## config.mk

```make
export PLATFORM = sky130hd
export DESIGN_NAME = status_indicator
export DESIGN_NICKNAME = d
export VERILOG_FILES = /design/src/hw/indicator_pkg.sv /design/src/hw/status_indicator.sv
export VERILOG_INCLUDE_DIRS = /design/src /design/src/hw
export SDC_FILE = /design/constraint.sdc
export NUM_CORES = 1
export LEC_CHECK = 0
export ABC_AREA = 0
export CAP_MARGIN = 20
export CORE_UTILIZATION = 45
export CTS_CLUSTER_SIZE = 14
export DETAILED_ROUTE_END_ITERATION = 12
export DONT_BUFFER_PORTS = 1
export GPL_TIMING_DRIVEN = 0
export PLACE_DENSITY = 0.68
export SLEW_MARGIN = 20
export SYNTH_ARGS = -nofsm -noshare
export SYNTH_HDL_FRONTEND = slang
export SYNTH_SLANG_ARGS = --single-unit
```

## constraint.sdc

```tcl
create_clock -name clock -period 7.3 [get_ports clock]
set_clock_uncertainty 0.2 [all_clocks]
set_input_delay 0.365 -clock clock [delete_from_list [all_inputs] [get_ports clock]]
set_output_delay 0.365 -clock clock [all_outputs]
set_load 0.01 [all_outputs]
```

## src/hw/indicator_cfg.svh

```systemverilog
/*
  Offsets, field positions, reset values and timing figures of the scanner
  status indicator. Assumes a 40 MHz system clock.
*/
`ifndef INDICATOR_CFG_SVH
`define INDICATOR_CFG_SVH

// ----------------------------------------------------------------------
// timing
// ----------------------------------------------------------------------
`define CFG_CLK_PERIOD_NS  25
`define CFG_HALF_SEC_NS    500000000
`define CFG_HALF_SEC_CYC   (`CFG_HALF_SEC_NS / `CFG_CLK_PERIOD_NS)
`define CFG_AUTOCLR_S      10
`define CFG_FREE_S         5
`define CFG_BOOT_STEP_S    2
`define CFG_PING_STEP_S    2

// ----------------------------------------------------------------------
// register byte offsets
// ----------------------------------------------------------------------
`define CFG_REG_CTRL       4'h0
`define CFG_REG_STATE      4'h4
`define CFG_REG_IRQ_STAT   4'h8
`define CFG_REG_IRQ_MASK   4'hC

// ----------------------------------------------------------------------
// control fields and reset values
// ----------------------------------------------------------------------
`define CFG_CTRL_DISP_ON   0
`define CFG_CTRL_QUAD      1
`define CFG_CTRL_RESET     2'h1
`define CFG_IRQ_W          4
`define CFG_IRQ_ERR        0
`define CFG_IRQ_AUTOCLR    1
`define CFG_IRQ_PING       2
`define CFG_IRQ_LOADED     3
`define CFG_MASK_RESET     4'h0

`endif

```

## src/hw/indicator_pkg.sv

```systemverilog
/*
  Types shared by the scanner status indicator and its surroundings.
  Assumes nothing beyond a SystemVerilog compiler.
*/
package indicator_pkg;

  typedef enum logic [3:0] {
    ST_BOOT   = 4'h0,
    ST_LEVEL  = 4'h1,
    ST_NORMAL = 4'h3,
    ST_MSG    = 4'h2,
    ST_WAIT   = 4'h6,
    ST_LOAD   = 4'h7,
    ST_PING   = 4'h5
  } disp_state_type;

  typedef enum logic [4:0] {
    TXT_BLANK, TXT_TYPE, TXT_VERSION, TXT_SERIAL, TXT_NAME, TXT_IP_MODE,
    TXT_WIRELESS, TXT_SETUP_REQUIRED, TXT_LEVEL, TXT_CFG_DATE, TXT_SIGNATURE,
    TXT_FIELD_PAIR, TXT_SETUP_WAIT, TXT_DOWNLOAD, TXT_PING, TXT_DEVICE_NAME,
    TXT_MESSAGE
  } text_type;

  typedef enum logic [2:0] {
    CAT_FAILURE, CAT_EXTERNAL, CAT_USAGE, CAT_INFO, CAT_PARAMETER
  } category_type;

  typedef struct packed {
    logic powered;
    logic safety_output_pair_on;
    logic restart_interlock_on;
    logic restart_interlock_ready;
    logic protect_occupied;
    logic warn_occupied;
    logic warn2_occupied;
    logic warn3_occupied;
    logic linked_enabled;
    logic has_config;
    logic boot_done;
    logic setup_wait;
    logic setup_confirmed;
    logic setup_done;
    logic ping;
  } scan_state_type;

  typedef struct packed {
    logic         valid;
    logic         locking;
    logic         from_device;
    category_type category;
    logic [11:0]  code;
  } error_in_type;

  typedef struct packed {
    logic led1_red;
    logic led1_green;
    logic led2;
    logic led3;
    logic led4;
    logic led5;
    logic led6_red;
  } led_type;

  typedef struct packed {
    logic        enabled;
    text_type    text;
    logic        from_device;
    logic [7:0]  letter;
    logic [11:0] code;
  } display_type;

endpackage

```

## src/hw/status_indicator.sv

```systemverilog
/*
  Scanner status indicator: six LEDs, text display sequencing, error
  display with timed clearing, Avalon-MM register slave with interrupt.
  Assumes scanner state and error reports arrive from logic on the same
  clock; the display driver renders the text selector with its own data.
*/
// Local design decisions: the register addresses and the Avalon-MM register port.
`timescale 1ns/1ps
`include "indicator_cfg.svh"

// Operation
// - six LEDs, first three for protective function
// - LED 2 steady ready interlock, flashing occupied
// - LED 2 steady when free and linked enabled
// - four-field: LED 4 follows warning field 3
// - four-field: LED 5 flashes on field 2
// - normal display shows monitored field pair
// - unconfigured boot cycle then level display
// - configured boot cycle then field pair
// - wait text until confirmed, then download text
// - ping shows ping text then device name
// - messages carry source and error code
// - category letters F E U I P
// - letter first, then numeric code
// - non-locking errors clear after ten seconds
// - locking errors hold until power cycle
// - free field five seconds restores normal display
module status_indicator #(
  parameter int unsigned HALF_SEC_CYC = `CFG_HALF_SEC_CYC
) (
  input  wire logic                          clock,
  input  wire logic                          rst_b,
  input  wire indicator_pkg::scan_state_type scan,
  input  wire indicator_pkg::error_in_type   err_in,
  input  wire logic [3:0]                    address,
  input  wire logic                          read,
  input  wire logic                          write,
  input  wire logic [31:0]                   writedata,
  output logic [31:0]                        readdata,
  output logic                               waitrequest,
  output indicator_pkg::led_type             leds,
  output indicator_pkg::display_type         display,
  output logic                               irq
);

  localparam int unsigned HALF_W = $clog2(HALF_SEC_CYC + 1);
  localparam logic [4:0] AUTOCLR_HALVES = 5'(2 * `CFG_AUTOCLR_S);
  localparam logic [4:0] FREE_HALVES    = 5'(2 * `CFG_FREE_S);
  localparam logic [4:0] BOOT_HALVES    = 5'(2 * `CFG_BOOT_STEP_S);
  localparam logic [4:0] PING_HALVES    = 5'(2 * `CFG_PING_STEP_S);

  // elaboration-time refusal: the flash phase needs a counter of two states or more
  if (HALF_SEC_CYC < 2) begin : g_bad_half
    $error("HALF_SEC_CYC must be at least 2");
  end

  function automatic logic [7:0] cat_letter(input indicator_pkg::category_type c);
    case (c)
      indicator_pkg::CAT_FAILURE:   cat_letter = 8'h46;
      indicator_pkg::CAT_EXTERNAL:  cat_letter = 8'h45;
      indicator_pkg::CAT_USAGE:     cat_letter = 8'h55;
      indicator_pkg::CAT_INFO:      cat_letter = 8'h49;
      indicator_pkg::CAT_PARAMETER: cat_letter = 8'h50;
      default:                      cat_letter = 8'h3F;
    endcase
  endfunction

  function automatic logic [4:0] count_up(input logic [4:0] c, input logic [4:0] lim);
    count_up = (c == lim) ? c : c + 5'h01;
  endfunction

  // ----------------------------------------------------------------------
  // half-second timebase and flash phase
  // ----------------------------------------------------------------------
  logic [HALF_W-1:0] half_cnt;
  logic [HALF_W-1:0] next_half_cnt;
  logic              half_tick;
  logic              flash;
  logic              next_flash;

  always_comb begin
    half_tick     = (half_cnt == HALF_W'(HALF_SEC_CYC - 1));
    next_half_cnt = half_tick ? '0 : half_cnt + HALF_W'(1);
    next_flash    = half_tick ? ~flash : flash;
  end

  always_ff @(posedge clock) begin
    if (!rst_b) begin
      half_cnt <= '0;
      flash    <= 1'b0;
    end else begin
      half_cnt <= next_half_cnt;
      flash    <= next_flash;
    end
  end

  // ----------------------------------------------------------------------
  // error latch and automatic clear
  // ----------------------------------------------------------------------
  logic        err_active;
  logic        err_lock;
  logic        err_src;
  logic [7:0]  err_letter;
  logic [11:0] err_code;
  logic [4:0]  clr_cnt;
  logic        next_err_active;
  logic        next_err_lock;
  logic        next_err_src;
  logic [7:0]  next_err_letter;
  logic [11:0] next_err_code;
  logic [4:0]  next_clr_cnt;
  logic        auto_clear;

  always_comb begin
    next_err_active = err_active;
    next_err_lock   = err_lock;
    next_err_src    = err_src;
    next_err_letter = err_letter;
    next_err_code   = err_code;
    next_clr_cnt    = clr_cnt;
    auto_clear      = 1'b0;
    if (err_in.valid && !err_lock) begin
      next_err_active = 1'b1;
      next_err_lock   = err_in.locking;
      next_err_src    = err_in.from_device;
      next_err_letter = cat_letter(err_in.category);
      next_err_code   = err_in.code;
      next_clr_cnt    = '0;
    end else if (err_active && !err_lock) begin
      if (half_tick) begin
        next_clr_cnt = count_up(clr_cnt, AUTOCLR_HALVES);
      end
      // the clear only drops the report; the interlock stays with the scanner
      if (clr_cnt == AUTOCLR_HALVES) begin
        next_err_active = 1'b0;
        next_clr_cnt    = '0;
        auto_clear      = 1'b1;
      end
    end else if (!err_active) begin
      next_clr_cnt = '0;
    end
  end

  always_ff @(posedge clock) begin
    if (!rst_b) begin
      err_active <= 1'b0;
      err_lock   <= 1'b0;
      err_src    <= 1'b0;
      err_letter <= 8'h00;
      err_code   <= 12'h000;
      clr_cnt    <= '0;
    end else begin
      err_active <= next_err_active;
      err_lock   <= next_err_lock;
      err_src    <= next_err_src;
      err_letter <= next_err_letter;
      err_code   <= next_err_code;
      clr_cnt    <= next_clr_cnt;
    end
  end

  // ----------------------------------------------------------------------
  // field-free interval
  // ----------------------------------------------------------------------
  logic [4:0] free_cnt;
  logic [4:0] next_free_cnt;
  logic       free_long;

  always_comb begin
    if (scan.protect_occupied || err_active) begin
      next_free_cnt = '0;
    end else if (half_tick) begin
      next_free_cnt = count_up(free_cnt, FREE_HALVES);
    end else begin
      next_free_cnt = free_cnt;
    end
    free_long = (free_cnt == FREE_HALVES);
  end

  always_ff @(posedge clock) begin
    if (!rst_b) begin
      free_cnt <= '0;
    end else begin
      free_cnt <= next_free_cnt;
    end
  end

  // ----------------------------------------------------------------------
  // display sequencer
  // ----------------------------------------------------------------------
  indicator_pkg::disp_state_type state;
  indicator_pkg::disp_state_type next_state;
  logic [3:0] step;
  logic [3:0] next_step;
  logic [4:0] dwell;
  logic [4:0] next_dwell;
  logic       step_due;
  logic [3:0] last_step;
  logic       ping_seen;
  logic       loaded_evt;

  always_comb begin
    last_step = scan.has_config ? 4'h8 : 4'h6;
    step_due  = half_tick && (dwell == BOOT_HALVES - 5'h01);
    next_state = state;
    next_step  = step;
    next_dwell = half_tick ? dwell + 5'h01 : dwell;
    if (step_due) begin
      next_dwell = '0;
    end
    ping_seen  = 1'b0;
    loaded_evt = 1'b0;
    case (state)
      indicator_pkg::ST_BOOT: begin
        if (scan.boot_done) begin
          next_state = scan.has_config ? indicator_pkg::ST_NORMAL
                                       : indicator_pkg::ST_LEVEL;
          next_dwell = '0;
        end else if (step_due) begin
          next_step = (step >= last_step) ? 4'h0 : step + 4'h1;
        end
      end
      indicator_pkg::ST_LEVEL: begin
        next_step = 4'h0;
      end
      indicator_pkg::ST_NORMAL: begin
        if (err_active) begin
          next_state = indicator_pkg::ST_MSG;
        end
      end
      indicator_pkg::ST_MSG: begin
        if (free_long) begin
          next_state = indicator_pkg::ST_NORMAL;
        end
      end
      indicator_pkg::ST_WAIT: begin
        if (scan.setup_confirmed) begin
          next_state = indicator_pkg::ST_LOAD;
        end
      end
      indicator_pkg::ST_LOAD: begin
        if (scan.setup_done) begin
          next_state = indicator_pkg::ST_NORMAL;
          loaded_evt = 1'b1;
        end
      end
      indicator_pkg::ST_PING: begin
        if (half_tick && dwell == PING_HALVES - 5'h01) begin
          next_dwell = '0;
          if (step == 4'h1) begin
            next_state = indicator_pkg::ST_NORMAL;
            next_step  = 4'h0;
          end else begin
            next_step = 4'h1;
          end
        end
      end
      default: begin
        next_state = indicator_pkg::ST_BOOT;
        next_step  = 4'h0;
      end
    endcase
    // transfer and identification take over the display from any state except boot
    if (state != indicator_pkg::ST_BOOT) begin
      if (scan.setup_wait && state != indicator_pkg::ST_LOAD) begin
        next_state = indicator_pkg::ST_WAIT;
      end else if (scan.ping && state != indicator_pkg::ST_PING) begin
        next_state = indicator_pkg::ST_PING;
        next_step  = 4'h0;
        next_dwell = '0;
        ping_seen  = 1'b1;
      end
    end
  end

  always_ff @(posedge clock) begin
    if (!rst_b) begin
      state <= indicator_pkg::ST_BOOT;
      step  <= 4'h0;
      dwell <= '0;
    end else begin
      state <= next_state;
      step  <= next_step;
      dwell <= next_dwell;
    end
  end

  // ----------------------------------------------------------------------
  // text selection
  // ----------------------------------------------------------------------
  indicator_pkg::text_type text;

  always_comb begin
    text = indicator_pkg::TXT_BLANK;
    case (state)
      indicator_pkg::ST_BOOT: begin
        case (step)
          4'h0:    text = indicator_pkg::TXT_TYPE;
          4'h1:    text = indicator_pkg::TXT_VERSION;
          4'h2:    text = indicator_pkg::TXT_SERIAL;
          4'h3:    text = indicator_pkg::TXT_NAME;
          4'h4:    text = indicator_pkg::TXT_IP_MODE;
          4'h5:    text = indicator_pkg::TXT_WIRELESS;
          4'h6:    text = scan.has_config ? indicator_pkg::TXT_CFG_DATE
                                          : indicator_pkg::TXT_SETUP_REQUIRED;
          4'h7:    text = indicator_pkg::TXT_SIGNATURE;
          // configured boot closes its round with the level reading
          default: text = indicator_pkg::TXT_LEVEL;
        endcase
      end
      indicator_pkg::ST_LEVEL:  text = indicator_pkg::TXT_LEVEL;
      indicator_pkg::ST_NORMAL: text = indicator_pkg::TXT_FIELD_PAIR;
      indicator_pkg::ST_MSG:    text = indicator_pkg::TXT_MESSAGE;
      indicator_pkg::ST_WAIT:   text = indicator_pkg::TXT_SETUP_WAIT;
      indicator_pkg::ST_LOAD:   text = indicator_pkg::TXT_DOWNLOAD;
      indicator_pkg::ST_PING:   text = (step == 4'h0) ? indicator_pkg::TXT_PING
                                                      : indicator_pkg::TXT_DEVICE_NAME;
      default:                  text = indicator_pkg::TXT_BLANK;
    endcase
  end

  // ----------------------------------------------------------------------
  // registers and interrupt
  // ----------------------------------------------------------------------
  logic [1:0]             ctrl;
  logic [1:0]             next_ctrl;
  logic [`CFG_IRQ_W-1:0]  irq_stat;
  logic [`CFG_IRQ_W-1:0]  next_irq_stat;
  logic [`CFG_IRQ_W-1:0]  irq_mask;
  logic [`CFG_IRQ_W-1:0]  next_irq_mask;
  logic [`CFG_IRQ_W-1:0]  events;
  logic                   ack;
  logic                   next_ack;
  logic [31:0]            next_readdata;
  logic                   wr_now;

  always_comb begin
    events = '0;
    events[`CFG_IRQ_ERR]     = err_in.valid && !err_lock;
    events[`CFG_IRQ_AUTOCLR] = auto_clear;
    events[`CFG_IRQ_PING]    = ping_seen;
    events[`CFG_IRQ_LOADED]  = loaded_evt;
    // one wait cycle per access keeps read data registered
    next_ack      = (read || write) && !ack;
    wr_now        = write && ack;
    next_ctrl     = ctrl;
    next_irq_mask = irq_mask;
    next_irq_stat = irq_stat;
    if (wr_now && address == `CFG_REG_CTRL) begin
      next_ctrl = writedata[1:0];
    end
    if (wr_now && address == `CFG_REG_IRQ_MASK) begin
      next_irq_mask = writedata[`CFG_IRQ_W-1:0];
    end
    if (wr_now && address == `CFG_REG_IRQ_STAT) begin
      next_irq_stat = irq_stat & ~writedata[`CFG_IRQ_W-1:0];
    end
    // a set in the clearing cycle wins
    next_irq_stat = next_irq_stat | events;
    next_readdata = readdata;
    if (read && !ack) begin
      case (address)
        `CFG_REG_CTRL:     next_readdata = {30'h0000_0000, ctrl};
        `CFG_REG_STATE:    next_readdata = {err_active, err_lock, 2'h0, err_code,
                                            err_letter, 4'h0, 4'(state)};
        `CFG_REG_IRQ_STAT: next_readdata = {28'h000_0000, irq_stat};
        `CFG_REG_IRQ_MASK: next_readdata = {28'h000_0000, irq_mask};
        default:           next_readdata = 32'h0000_0000;
      endcase
    end
  end

  always_ff @(posedge clock) begin
    if (!rst_b) begin
      ctrl     <= `CFG_CTRL_RESET;
      irq_stat <= '0;
      irq_mask <= `CFG_MASK_RESET;
      ack      <= 1'b0;
      readdata <= 32'h0000_0000;
    end else begin
      ctrl     <= next_ctrl;
      irq_stat <= next_irq_stat;
      irq_mask <= next_irq_mask;
      ack      <= next_ack;
      readdata <= next_readdata;
    end
  end

  assign waitrequest = (read || write) && !ack;
  assign irq         = |(irq_stat & irq_mask);

  // ----------------------------------------------------------------------
  // LED and display outputs
  // ----------------------------------------------------------------------
  indicator_pkg::led_type     next_leds;
  indicator_pkg::display_type next_display;
  logic                       quad;

  always_comb begin
    quad      = ctrl[`CFG_CTRL_QUAD];
    next_leds = '0;
    if (scan.powered) begin
      if (err_active) begin
        next_leds.led1_red = flash;
      end else if (scan.safety_output_pair_on) begin
        next_leds.led1_green = 1'b1;
      end else begin
        next_leds.led1_red = 1'b1;
      end
      if (scan.protect_occupied) begin
        next_leds.led2 = flash;
      end else if (scan.restart_interlock_on && scan.restart_interlock_ready) begin
        next_leds.led2 = 1'b1;
      end else if (scan.linked_enabled) begin
        next_leds.led2 = 1'b1;
      end
      next_leds.led3     = scan.warn_occupied;
      next_leds.led6_red = err_active && flash;
      next_leds.led4     = quad && scan.warn3_occupied;
      next_leds.led5     = quad && scan.warn2_occupied && flash;
    end
    next_display.enabled     = ctrl[`CFG_CTRL_DISP_ON] && scan.powered;
    next_display.text        = text;
    next_display.from_device = err_src;
    next_display.letter      = (state == indicator_pkg::ST_MSG) ? err_letter : 8'h00;
    next_display.code        = (state == indicator_pkg::ST_MSG) ? err_code : 12'h000;
  end

  always_ff @(posedge clock) begin
    if (!rst_b) begin
      leds    <= '0;
      display <= '0;
    end else begin
      leds    <= next_leds;
      display <= next_display;
    end
  end

endmodule // status_indicator

```

### Word-level counts from Yosys, hierarchy flattened

Index checks and enable logic that the tools add are counted.

* reduce and logical (&&, ||, !) cells: 39
* order comparisons: 1
* $add $sub $neg: 5
* bitwise gates (word level): 8
* muxes and demuxes: 58
* equal/unequal tests: 28

Operators with widths (number)
* $pmux 32 s4: 1
* $mux 4: 20
* $mux 5: 11
* $pmux 5 s7: 1
* $pmux 7 s5: 1
* $eq 4x3->1 const B: 8
* $pmux 4 s8: 1
* $pmux 4 s7: 1
* $add 25x1->25 const B: 1
* $eq 25x25->1 const B: 1
* $mux 1: 19
* $logic_and 1x1->1: 17
* $eq 4x2->1 const B: 4
* $add 5x1->5 const B: 3
* $logic_not 4->1: 3
* $pmux 4 s3: 1
* $pmux 5 s2: 1
* $reduce_and 2->1: 5
* $and 4x4->4: 2
* $eq 4x1->1 const B: 2
* $eq 4x4->1 const B: 2
* $ne 4x3->1 const B: 2
* $reduce_or 4->1: 2
* $eq 3x2->1 const B: 2
* other kinds (20): 28

* register bits: 149

### Logic depth before layout (Yosys ltp)

Gate-level depths: netlist (run 1).

* depth in word-level cells: 9
* gate-level depth with buffers: 9

### Least setup slack after synthesis (run 1)

OpenSTA, ideal clock, no wires.

* path kind: flip-flop to flip-flop
* from: register half_cnt[0]
* to: register step[3]
* required time: 7.043 ns
* stages on the path, launching flop included: 9
* library setup time: 0.057 ns
* arrival time: 2.252 ns
* path slack: 4.790 ns
* path buffers: 1
* clock period less this slack: 2.510 ns
* cell sequence: dfxtp_1 -> ha_1 -> nand2_1 -> or3_1 -> buf_6 -> nor4b_4 -> or4b_1 -> a211oi_2 -> a21o_1

* longest elaborated chain between the ends: 8
* elaborated cells between the ends (all ways): 9

Ends and longest elaborated chain
* start: declaration: line status_indicator.sv:75 `logic [HALF_W-1:0] half_cnt;`
* start signal: assignment: line status_indicator.sv:92 `half_cnt <= next_half_cnt;`
* $eq 25x25->1 (*): line status_indicator.sv:82 `half_tick = (half_cnt == HALF_W'(HALF_SEC_CYC - 1));`
* $logic_and 1x1->1 (*): line status_indicator.sv:204, status_indicator.sv:248
* $mux 4: line status_indicator.sv:219 `end else if (step_due) begin`
* $mux 4: line status_indicator.sv:215 `if (scan.boot_done) begin`
* $pmux 4 s3 (*): line status_indicator.sv:213 `case (state)`
* $mux 4: line status_indicator.sv:267 `end else if (scan.ping && state != indicator_pkg::ST_PING) begin`
* $mux 4: line status_indicator.sv:265 `if (scan.setup_wait && state != indicator_pkg::ST_LOAD) begin`
* $mux 4 (*): line status_indicator.sv:264 `if (state != indicator_pkg::ST_BOOT) begin`
* end signal: assignment: line status_indicator.sv:283 `step <= next_step;`
* end: declaration: line status_indicator.sv:193 `logic [3:0] step;`

Mark *: on every way between the ends. The rest lies on a longest branch, timed or not.
A chain may end at the register's enable or synchronous reset.

### Final worst setup path (run 1)

* from: register half_cnt[18]
* to: register half_cnt[8]

* longest elaborated chain between the ends: 2

Ends and longest elaborated chain (line)
* $eq 25x25->1: status_indicator.sv:82
* $reduce_or 2->1 (no source line)

No other way between the ends.

==> impl_results.md, run 1 <==
* Status: completed
* Worst Hold Class: input pin to flip-flop
* Starting density of the core at between 40% and 50%
* Remaining DRCs at 0
* Crit path time final at a little under 3 ns
* Sequential power share at between 40% and 50%
* Most used cell, CP: clkbuf_1
* Total routed wirelength at 14200 um
* RR Startpoint: half_cnt[18]
* Placed insts at approximately 840
* Root Driver: clkbuf_16
* Least-Margin Pin Slew at roughly 1.1 ns
* Total area of sequential cells at 2800 um^2
* Top FF cell, synth: dfxtp_1
* Pwr per Cell Area at around 250 nW/um^2
* CP endpoint: half_cnt[8]
* Height of the die at 116 um
* CTS Buf Count at 17
* Synth warn at 0
* Wirelength per Cell at 15.6 um
* Initial antenna violation count at 1
* Clock buffer depth at 2
* Buf/Inv on CP at 2
* Setup_tns at 0 ns
* Post-Syn Area at around 5800 um^2
* Final period util at between 40% and 50%
* Clock Latency Late Sink at ~0.42 ns
* Area of the multi-input gates at between 2000 and 3000 um^2
* Io pins at 141
* Worst-path maximum fanout at 10
* Top-count cell post-synth: dfxtp_1
* Dominant cell type by area after synthesis: dfxtp_1
* Vias per cell at around 5.4
* DR vias at about 4900
* WP data arrival at approximately 3 ns
* Post-synth top cells: 140 x dfxtp_1, 103 x nor2_1, 64 x nand2_1
* Setup crit start kind: flip-flop
* Max-cap violations at 0
* Syn_area_per_cell at 8.85 um^2
* Port Buffers at 0
* Largest net degree at the start of global routing at 17
* Clock power share at 48.7%
* CP Class: flip-flop to flip-flop
* Worst relative slew slack at roughly a quarter
* First-pass GRT wire length at ~22000 um
* Hold Startpoint: err_in[14]
* Hold Vio Cnt, Final at 0
* #FFs+latches synth at 140
* Max Freq at between 300 and 400 MHz
* Setup Viol. Count Final at 0
* Fraction of power spent switching nets at approximately 26%
* Post-DP HPWL at 10300 um
* Seq/Total Area, Yosys at between 40 and 50%
* Yosys top cell area share at about half
* Detail Route Antenna Nets at 0
* Asr flop ratio synth at 0%
* Drt first pass iters at 5
* FF-to-FF path depth at 7
* Int Pwr at between 1 and 1.5 mW
* DIE AREA at about 13000 um^2
* GRT Resource Usage Total at between 20 and 25%
* Comb power frac at 6.3%
* CP Capture Type: flip-flop
* # H-tree levels at 4
* R2r endpoint: half_cnt[8]
* Slowest cell on crit path: nor4_4
* CTS tree: yes
* Clock sink total at 140
* Placer Congestion at 0.885
* Iter 0 DRT Violations at 238
* Sw Pwr at 0.453 mW
* Layout Cells excl Fill at between 900 and 1000
* Number of cells on the critical path at 7
* Req. time, crit path at approximately 7.4 ns
* Nets at 807
* Hold_ws at about 0.019 ns
* Unrepaired setup endpoints after global routing: false
* Number of global-route vias before repair at 4676
* Cells after Synth at 658
* CP startpoint: half_cnt[18]
* CORE AREA at approximately 13000 um^2
* DIE WIDTH at approximately 120 um
* Area Overhead vs Synth at 20.7%
* Filler instances at roughly 1200
* Family with the most delay on the worst path: simple AND/OR/NAND/NOR gates
* Leakage at around 2.6 nW
* Post-synth EDFFs at 0
* CP max stage delay at 0.56 ns
* Layout cells sized above 1 at slightly below 7%
* R2R Setup Slk at about 4.4 ns
* Reg clk slew, reported paths at 0.06 ns
* Ranking of synthesized cells by area: dfxtp_1 48%, nor2_1 6.6%, nand2_1 4.1%
* Design Power at 1.77 mW
* ANT cells at 0
* Grt ovf at 0
* Layout Utilization at a little under three fifths
* Max-slew violations at 0
* Post-synthesis cell type count at 55
* Floorplan row count at just over 40
* CP Cell Sequence: nor4b_1 -> nand3_1 -> nor4_4 -> nand2b_1 -> clkbuf_1 -> clkbuf_1 -> nor2_1
* VDD IR max at ~0.16 mV
worst register-to-register path: stages, from the launching register on:
cell	delay (ns)
dfxtp_1	0.35
nor4b_1	0.53
nand3_1	0.22
nor4_4	0.56
nand2b_1	0.18
clkbuf_1	0.25
clkbuf_1	0.41
nor2_1	0.11
layout by cell type (no fill, tap or decap), drive strengths merged, types with 13 or more instances in the layout:
cell type	Yosys	layout
clkbuf	30	47
inv	15	23
nand3	20	20
xor2	19	19
a21oi	45	45
dfxtp	140	140
dlygate4sd3	0	36
o21ai	19	19
ha	13	13
a22oi	27	27
nor2	103	103
xnor2	13	13
nand2	64	64
and2	24	24
per-layer routing:
layer | up-vias | GRT usage, % | wire (um)
met4 | 2 | 13.1 | 492
met1 | 2278 | 25.3 | 6110
li1 | 2389 | - | -
met5 | - | 0 | 13
met2 | 161 | 36.5 | 6730
met3 | 40 | 5.07 | 824
metrics by stage:
stage	instance area [um^2]	setup WS, ns
floorplan	5850	4.79
CTS	7030	4.36
finish	7030	4.38
global placement	6070	4.47
global route	7030	4.15
detailed placement	6070	4.38
what timing repair did:
| action | CTS | global route |
|---|---|---|
| endpoints found under the hold margin | 39 | 0 |
| resized for setup | 0 | 0 |
| hold buffers | 36 | 0 |
| buffers inserted | 0 | 0 |
| setup endpoints to repair | 0 | 0 |
final cells by class:
class | instances | share of cell area [%]
inverter | 15 | 0.801
buffer | 42 | 2.80
clock buffer | 17 | 6.05
sequential | 140 | 39.9
timing repair buffer | 36 | 5.13
multi-input combinational | 469 | 39.8
tap | 172 | 3.06
clock inverter | 15 | 2.48
cell families (layout without fill, tap and decap cells):
family	Yosys count	after routing	share of synthesized area, %
and+or+nand+nor	281	281	24.0
DFF	140	140	48.1
AOI/OAI and AO/OA	120	120	13.0
buffers and inverters	57	125	4.34
xor gates and xnor gates	32	32	4.81
muxes	14	14	2.88
adders and majority gates	13	13	2.79
other	1	9	0.0644
worst min path at each step:
stage | endpoint | slack (ns) | depth (start not counted)
floorplan | half_cnt[0] | 0.22 | 1
global placement | half_cnt[0] | 0.23 | 1
detailed placement | half_cnt[0] | 0.25 | 1
CTS | err_letter[3] | 0.005 | 2
global route | clr_cnt[2] | 0.03 | 2
finish | err_letter[3] | 0.02 | 2
power by group through the flow:
stage / clock, mW / combinational (mW) / sequential (mW)
floorplan: 0 / 0.0704 / 0.807
global placement: 0 / 0.0901 / 0.811
detailed placement: 0 / 0.0915 / 0.812
CTS: 0.870 / 0.110 / 0.795
global route: 0.911 / 0.123 / 0.797
finish: 0.859 / 0.111 / 0.795
registers in the layout, summed over array words and instances, names as in the netlist, 2 cells and up:
signal      count
half_cnt       25
readdata       25
ctrl            2
irq_stat        4
step            4
err_letter      7
err_code       12
irq_mask        4
clr_cnt         5
state           4
display        26
dwell           5
leds            7
free_cnt        5
(Power assumes the default switching activity.)
==> inputs of run 2 (changes only) <==
clock period = 3 ns   (was 7.3 ns; I/O delays follow)
==> impl_results.md, run 2 (synthesis results as in run 1) <==
* Status: completed
* Hold Vio Cnt, Final at 0 (unchanged)
* Detail Route Antenna Nets at 0 (unchanged)
* Total routed wirelength at 14400 um (+1.7%)
* Req. time, crit path at 3.12 ns (-4.27 ns)
* DR vias at 4955 (+1.7%)
* VDD IR max at 0.394 mV (+140%)
* Clock Latency Late Sink at 0.42 ns (about the same)
* Unrepaired setup endpoints after global routing: false
* GRT Resource Usage Total at 22.0% (+0.23 points)
* Io pins at 141 (unchanged)
* Port Buffers at 0 (unchanged)
* DIE AREA at 13400 um^2 (unchanged)
* Number of global-route vias before repair at 4729 (+1.1%)
* Post-DP HPWL at 10300 um (unchanged)
* Worst relative slew slack at 24.6% (+1.2 points)
* Height of the die at 116 um (unchanged)
* Top reg by flops: display
* Iter 0 DRT Violations at 333 (+40%)
* Pwr per Cell Area at 602 nW/um^2 (+140%)
* Final period util at 94.2% (+54 points)
* Max-cap violations at 0 (unchanged)
* Floorplan row count at 41 (unchanged)
* Least-Margin Pin Slew at 1.12 ns (-0.0180 ns)
* Post-placement setup slack at 0.0772 ns (-4.30 ns)
* Final WS setup at 0.174 ns (-4.21 ns)
* Initial antenna violation count at 0 (-1)
* Hold Startpoint: err_in[17]
* Nets at 820 (+1.6%)
* Clock sink total at 140 (unchanged)
* Remaining DRCs at 0 (unchanged)
* Clock buffer depth at 2 (unchanged)
* CORE AREA at 12600 um^2 (unchanged)
* Setup_tns at 0 ns (unchanged)
* CP Class: flip-flop to flip-flop
* CP Capture Type: flip-flop
* CTS Buf Count at 17 (unchanged)
* Most frequent cells in the layout: 140 x dfxtp_1, 103 x nor2_1, 64 x nand2_1
* Root Driver: clkbuf_16
* Largest net degree at the start of global routing at 17 (unchanged)
* CP startpoint: state[3]
* Commonest non-fill, non-tap cell in the layout: dfxtp_1
* Wirelength per Cell at 15.7 um (+0.27%)
* Filler instances at 1144 (-1.9%)
* First-pass GRT wire length at 22800 um (+1.2%)
* Vias per cell at 5.39 (+0.31%)
* ANT cells at 0 (unchanged)
* Setup Fix Bufs, Post-CTS at 0 (unchanged)
* Setup Viol. Count Final at 0 (unchanged)
* DIE WIDTH at 116 um (unchanged)
* Max-slew violations at 0 (unchanged)
* Leakage at 2.70 nW (+2.3%)
* Starting density of the core at 46.1% (unchanged)
* Max FFs per register at 26 (unchanged)
* Grt ovf at 0 (unchanged)
* WP data arrival at 2.94 ns (-0.07 ns)
* Placer Congestion at 0.885 (unchanged)
* Max Freq at 354 MHz (+3.3%)
* Layout cells sized above 1 at 6.96% (+0.15 points)
* # H-tree levels at 4 (unchanged)
* Crit path time final at 2.83 ns (-0.0941 ns)
* Drt first pass iters at 7 (+2)
* Area Overhead vs Synth at 23.0%
* CTS tree: yes
* Reg clk slew, reported paths at 0.07 ns (about the same)
* Setup crit start kind: flip-flop
* Biggest regs: display (26), half_cnt (25), readdata (25)
* Worst Hold Class: input pin to flip-flop
* RR Startpoint: state[3]
* Worst-path maximum fanout at 9 (-1)
run 2: area by class of cell:
class / count / area [um^2] / area share (%)
clock buffer: 17 / 425 / 5.94
sequential: 140 / 2800 / 39.1
buffer: 42 / 199 / 2.78
inverter: 15 / 56.3 / 0.786
timing repair buffer: 49 / 490 / 6.85
clock inverter: 15 / 174 / 2.43
multi-input combinational: 469 / 2800 / 39.1
tap: 172 / 215 / 3.01
run 2: power breakdown:
part | switching (mW) | internal (mW) | leakage [nW]
sequential | 0.0347 | 1.90 | 1.14
clock | 0.901 | 1.19 | 0.284
combinational | 0.171 | 0.118 | 1.28
run 2: final timing paths:
kind,endpoint,slack (ns),depth (start not counted)
worst max-delay path,step[0],0.17,6
worst min-delay path,err_code[2],0.02,4
worst max register to register,step[0],0.17,6
worst min register to register,half_cnt[0],0.25,1
run 2: layer usage:
metal | vias to the layer above | track usage (%) | wire length, um | share of wire [%]
met3 | 40 | 5.49 | 889 | 6.2
met1 | 2333 | 25.2 | 6100 | 42
met4 | 0 | 12.6 | 444 | 3.1
met2 | 168 | 37.4 | 6980 | 48
met5 | - | 0 | 0 | 0
li1 | 2414 | - | - | -
run 2: worst max-delay path, cell delays in order, from the launching register on:
cell and delay [ns]:
dfxtp_1 0.30, clkbuf_1 0.20, nor4_1 0.91, nand3_1 0.32, o32ai_1 0.38, a21oi_1 0.11, a311oi_1 0.29
run 2: per-stage QoR:
stage,instances,util (%),hold slack (ns),area [um^2],power [mW]
after global routing,919,56.7,0.0606,7160,4.47
final,919,56.7,0.0234,7160,4.31
after global placement,838,48.1,0.0908,6070,2.19
after detailed placement,838,48.1,0.0871,6070,2.20
after CTS,919,56.7,0.000279,7160,4.33
after floorplan,666,-,0.0785,5850,2.14
run 2: repair_timing:
| action | 4_1_cts | 5_1_grt |
|---|---|---|
| endpoints found under the hold margin | 71 | 0 |
| endpoints found under the setup margin | 0 | 21 |
| hold buffers | 49 | 0 |
| resized for setup | 0 | 4 |
==> inputs of run 3 (changes only) <==
PLACE_DENSITY = 0.63   (was 0.68)
==> impl_results.md, run 3 (synthesis results as in run 1) <==
* Unrepaired setup endpoints after global routing: false
* Floorplan row count at 41 (unchanged)
* Setup crit start kind: flip-flop
* Initial antenna violation count at 0 (unchanged)
* Commonest non-fill, non-tap cell in the layout: dfxtp_1
* ANT cells at 0 (unchanged)
* Placement-stage cell area at 6070 um^2 (unchanged)
* # H-tree levels at 4 (unchanged)
* Grt ovf at 0 (unchanged)
* Setup_tns at 0 ns (unchanged)
* Clock sink total at 140 (unchanged)
* Clock Latency Late Sink at 0.43 ns (about the same)
* Leakage at 2.72 nW (+0.63%)
* Max FFs per register at 26 (unchanged)
* Total routed wirelength at 14100 um (-2.2%)
* VDD IR max at 0.355 mV (-9.8%)
* Clock buffer depth at 2 (unchanged)
* Io pins at 141 (unchanged)
* Port Buffers at 0 (unchanged)
* Worst Hold Class: input pin to flip-flop
* Number of global-route vias before repair at 4590 (-2.9%)
* Layout cells sized above 1 at 7.09% (+0.12 points)
* Hold Vio Cnt, Final at 0 (unchanged)
* CTS Buf Count at 17 (unchanged)
* Req. time, crit path at 3.16 ns (+0.04 ns)
* Vias per cell at 5.27 (-2.3%)
* Design area at 7190 um^2 (+0.45%)
* Final period util at 93.2% (-1.0 points)
* Pwr per Cell Area at 611 nW/um^2 (+1.5%)
* Remaining DRCs at 0 (unchanged)
* Max Freq at 358 MHz (+1.1%)
* Area Overhead vs Synth at 23.5%
* DIE AREA at 13400 um^2 (unchanged)
* Worst-path maximum fanout at 9 (unchanged)
* Height of the die at 116 um (unchanged)
* Layout Cells excl Fill at 920 (+0.11%)
* Setup Viol. Count Final at 0 (unchanged)
* Biggest regs: display (26), half_cnt (25), readdata (25)
* GRT Resource Usage Total at 21.7% (-0.23 points)
* Largest net degree at the start of global routing at 17 (unchanged)
* CTS tree: yes
* Status: completed
* Layout Utilization at 57.0% (+0.26 points)
* Least-Margin Pin Slew at 0.875 ns (-0.246 ns)
* Top reg by flops: display
* Starting density of the core at 46.1% (unchanged)
* DIE WIDTH at 116 um (unchanged)
* Most frequent cells in the layout: 140 x dfxtp_1, 103 x nor2_1, 64 x nand2_1
* CP Class: flip-flop to flip-flop
* Worst relative slew slack at 41.1% (+17 points)
* Placed insts at 838 (unchanged)
* DR vias at 4845 (-2.2%)
* Crit path time final at 2.80 ns (-0.0303 ns)
* Placer Congestion at 0.929 (+4.9%)
* Max-cap violations at 0 (unchanged)
* First-pass GRT wire length at 22500 um (-1.3%)
* Post-DP HPWL at 9940 um (-3.0%)
* Nets at 821 (+0.12%)
* WP data arrival at 2.96 ns (+0.02 ns)
* Detail Route Antenna Nets at 0 (unchanged)
* Root Driver: clkbuf_16
* CORE AREA at 12600 um^2 (unchanged)
* CP Capture Type: flip-flop
* Wirelength per Cell at 15.3 um (-2.3%)
* Max-slew violations at 0 (unchanged)
* Reg clk slew, reported paths at 0.06 ns (about the same)
* Iter 0 DRT Violations at 401 (+20%)
* Drt first pass iters at 5 (-2)
-- run 3: cell count changes in the layout (fill, tap and decap cells not counted), sizes merged --
cell / before / now
inv: 23 / 26
dlygate4sd3: 49 / 50
clkinvlp: 3 / 1
clkinv: 3 / 1
bufinv: 1 / 2
-- run 3: final timing paths --
kind / startpoint / endpoint / slack [ns] / cells after the start
worst max-delay path: half_cnt[0] / step[3] / 0.20 / 8
worst min-delay path: address[1] / irq_stat[0] / 0.02 / 6
worst max register to register: half_cnt[0] / step[3] / 0.20 / 8
worst min register to register: half_cnt[0] / half_cnt[0] / 0.25 / 1
-- run 3: what timing repair did --
action	4_1_cts	5_1_grt
hold endpoints to repair	71	0
hold buffers	50	0
resized for setup	0	4
endpoints found under the setup margin	0	20
setup buffers	0	0
-- run 3: layout make-up --
| class | count | area [um^2] |
|---|---|---|
| fill | 1160 | 5430 |
| sequential | 140 | 2800 |
| inverter | 15 | 56.3 |
| timing repair buffer | 50 | 500 |
| clock buffer | 17 | 425 |
| multi-input combinational | 469 | 2800 |
| buffer | 42 | 199 |
| tap | 172 | 215 |
| clock inverter | 15 | 190 |
-- run 3: through the flow --
step                      total power, mW  hold slack (ns)  worst slack [ns]
after floorplan                      2.14           0.0785             0.490
after global placement               2.19           0.0812             0.161
after detailed placement             2.20           0.0902            0.0892
after CTS                            4.42          0.00494            0.0467
after global routing                 4.54           0.0620            0.0429
final                                4.40           0.0209             0.204
-- run 3: worst max-delay path, cell delays in order (launching register included) --
cell and delay [ns]:
dfxtp_1 0.36, ha_1 0.23, nand2_1 0.13, or3_1 0.35, buf_6 0.15, nor4b_4 0.49
or4b_1 0.50, a211oi_2 0.23, a21o_1 0.10
-- run 3: routing by layer --
layer	vias up	GRT usage [%]	share of wire (%)
met5	-	0	0
met4	0	8.80	2.1
met3	28	5.91	5.9
met2	158	36.7	48
met1	2260	26.2	44
li1	2399	-	-
-- run 3: report_power, final --
group	total (mW)	switching, mW	internal [mW]
sequential	1.93	0.0331	1.90
combinational	0.287	0.170	0.117
clock	2.18	0.904	1.27
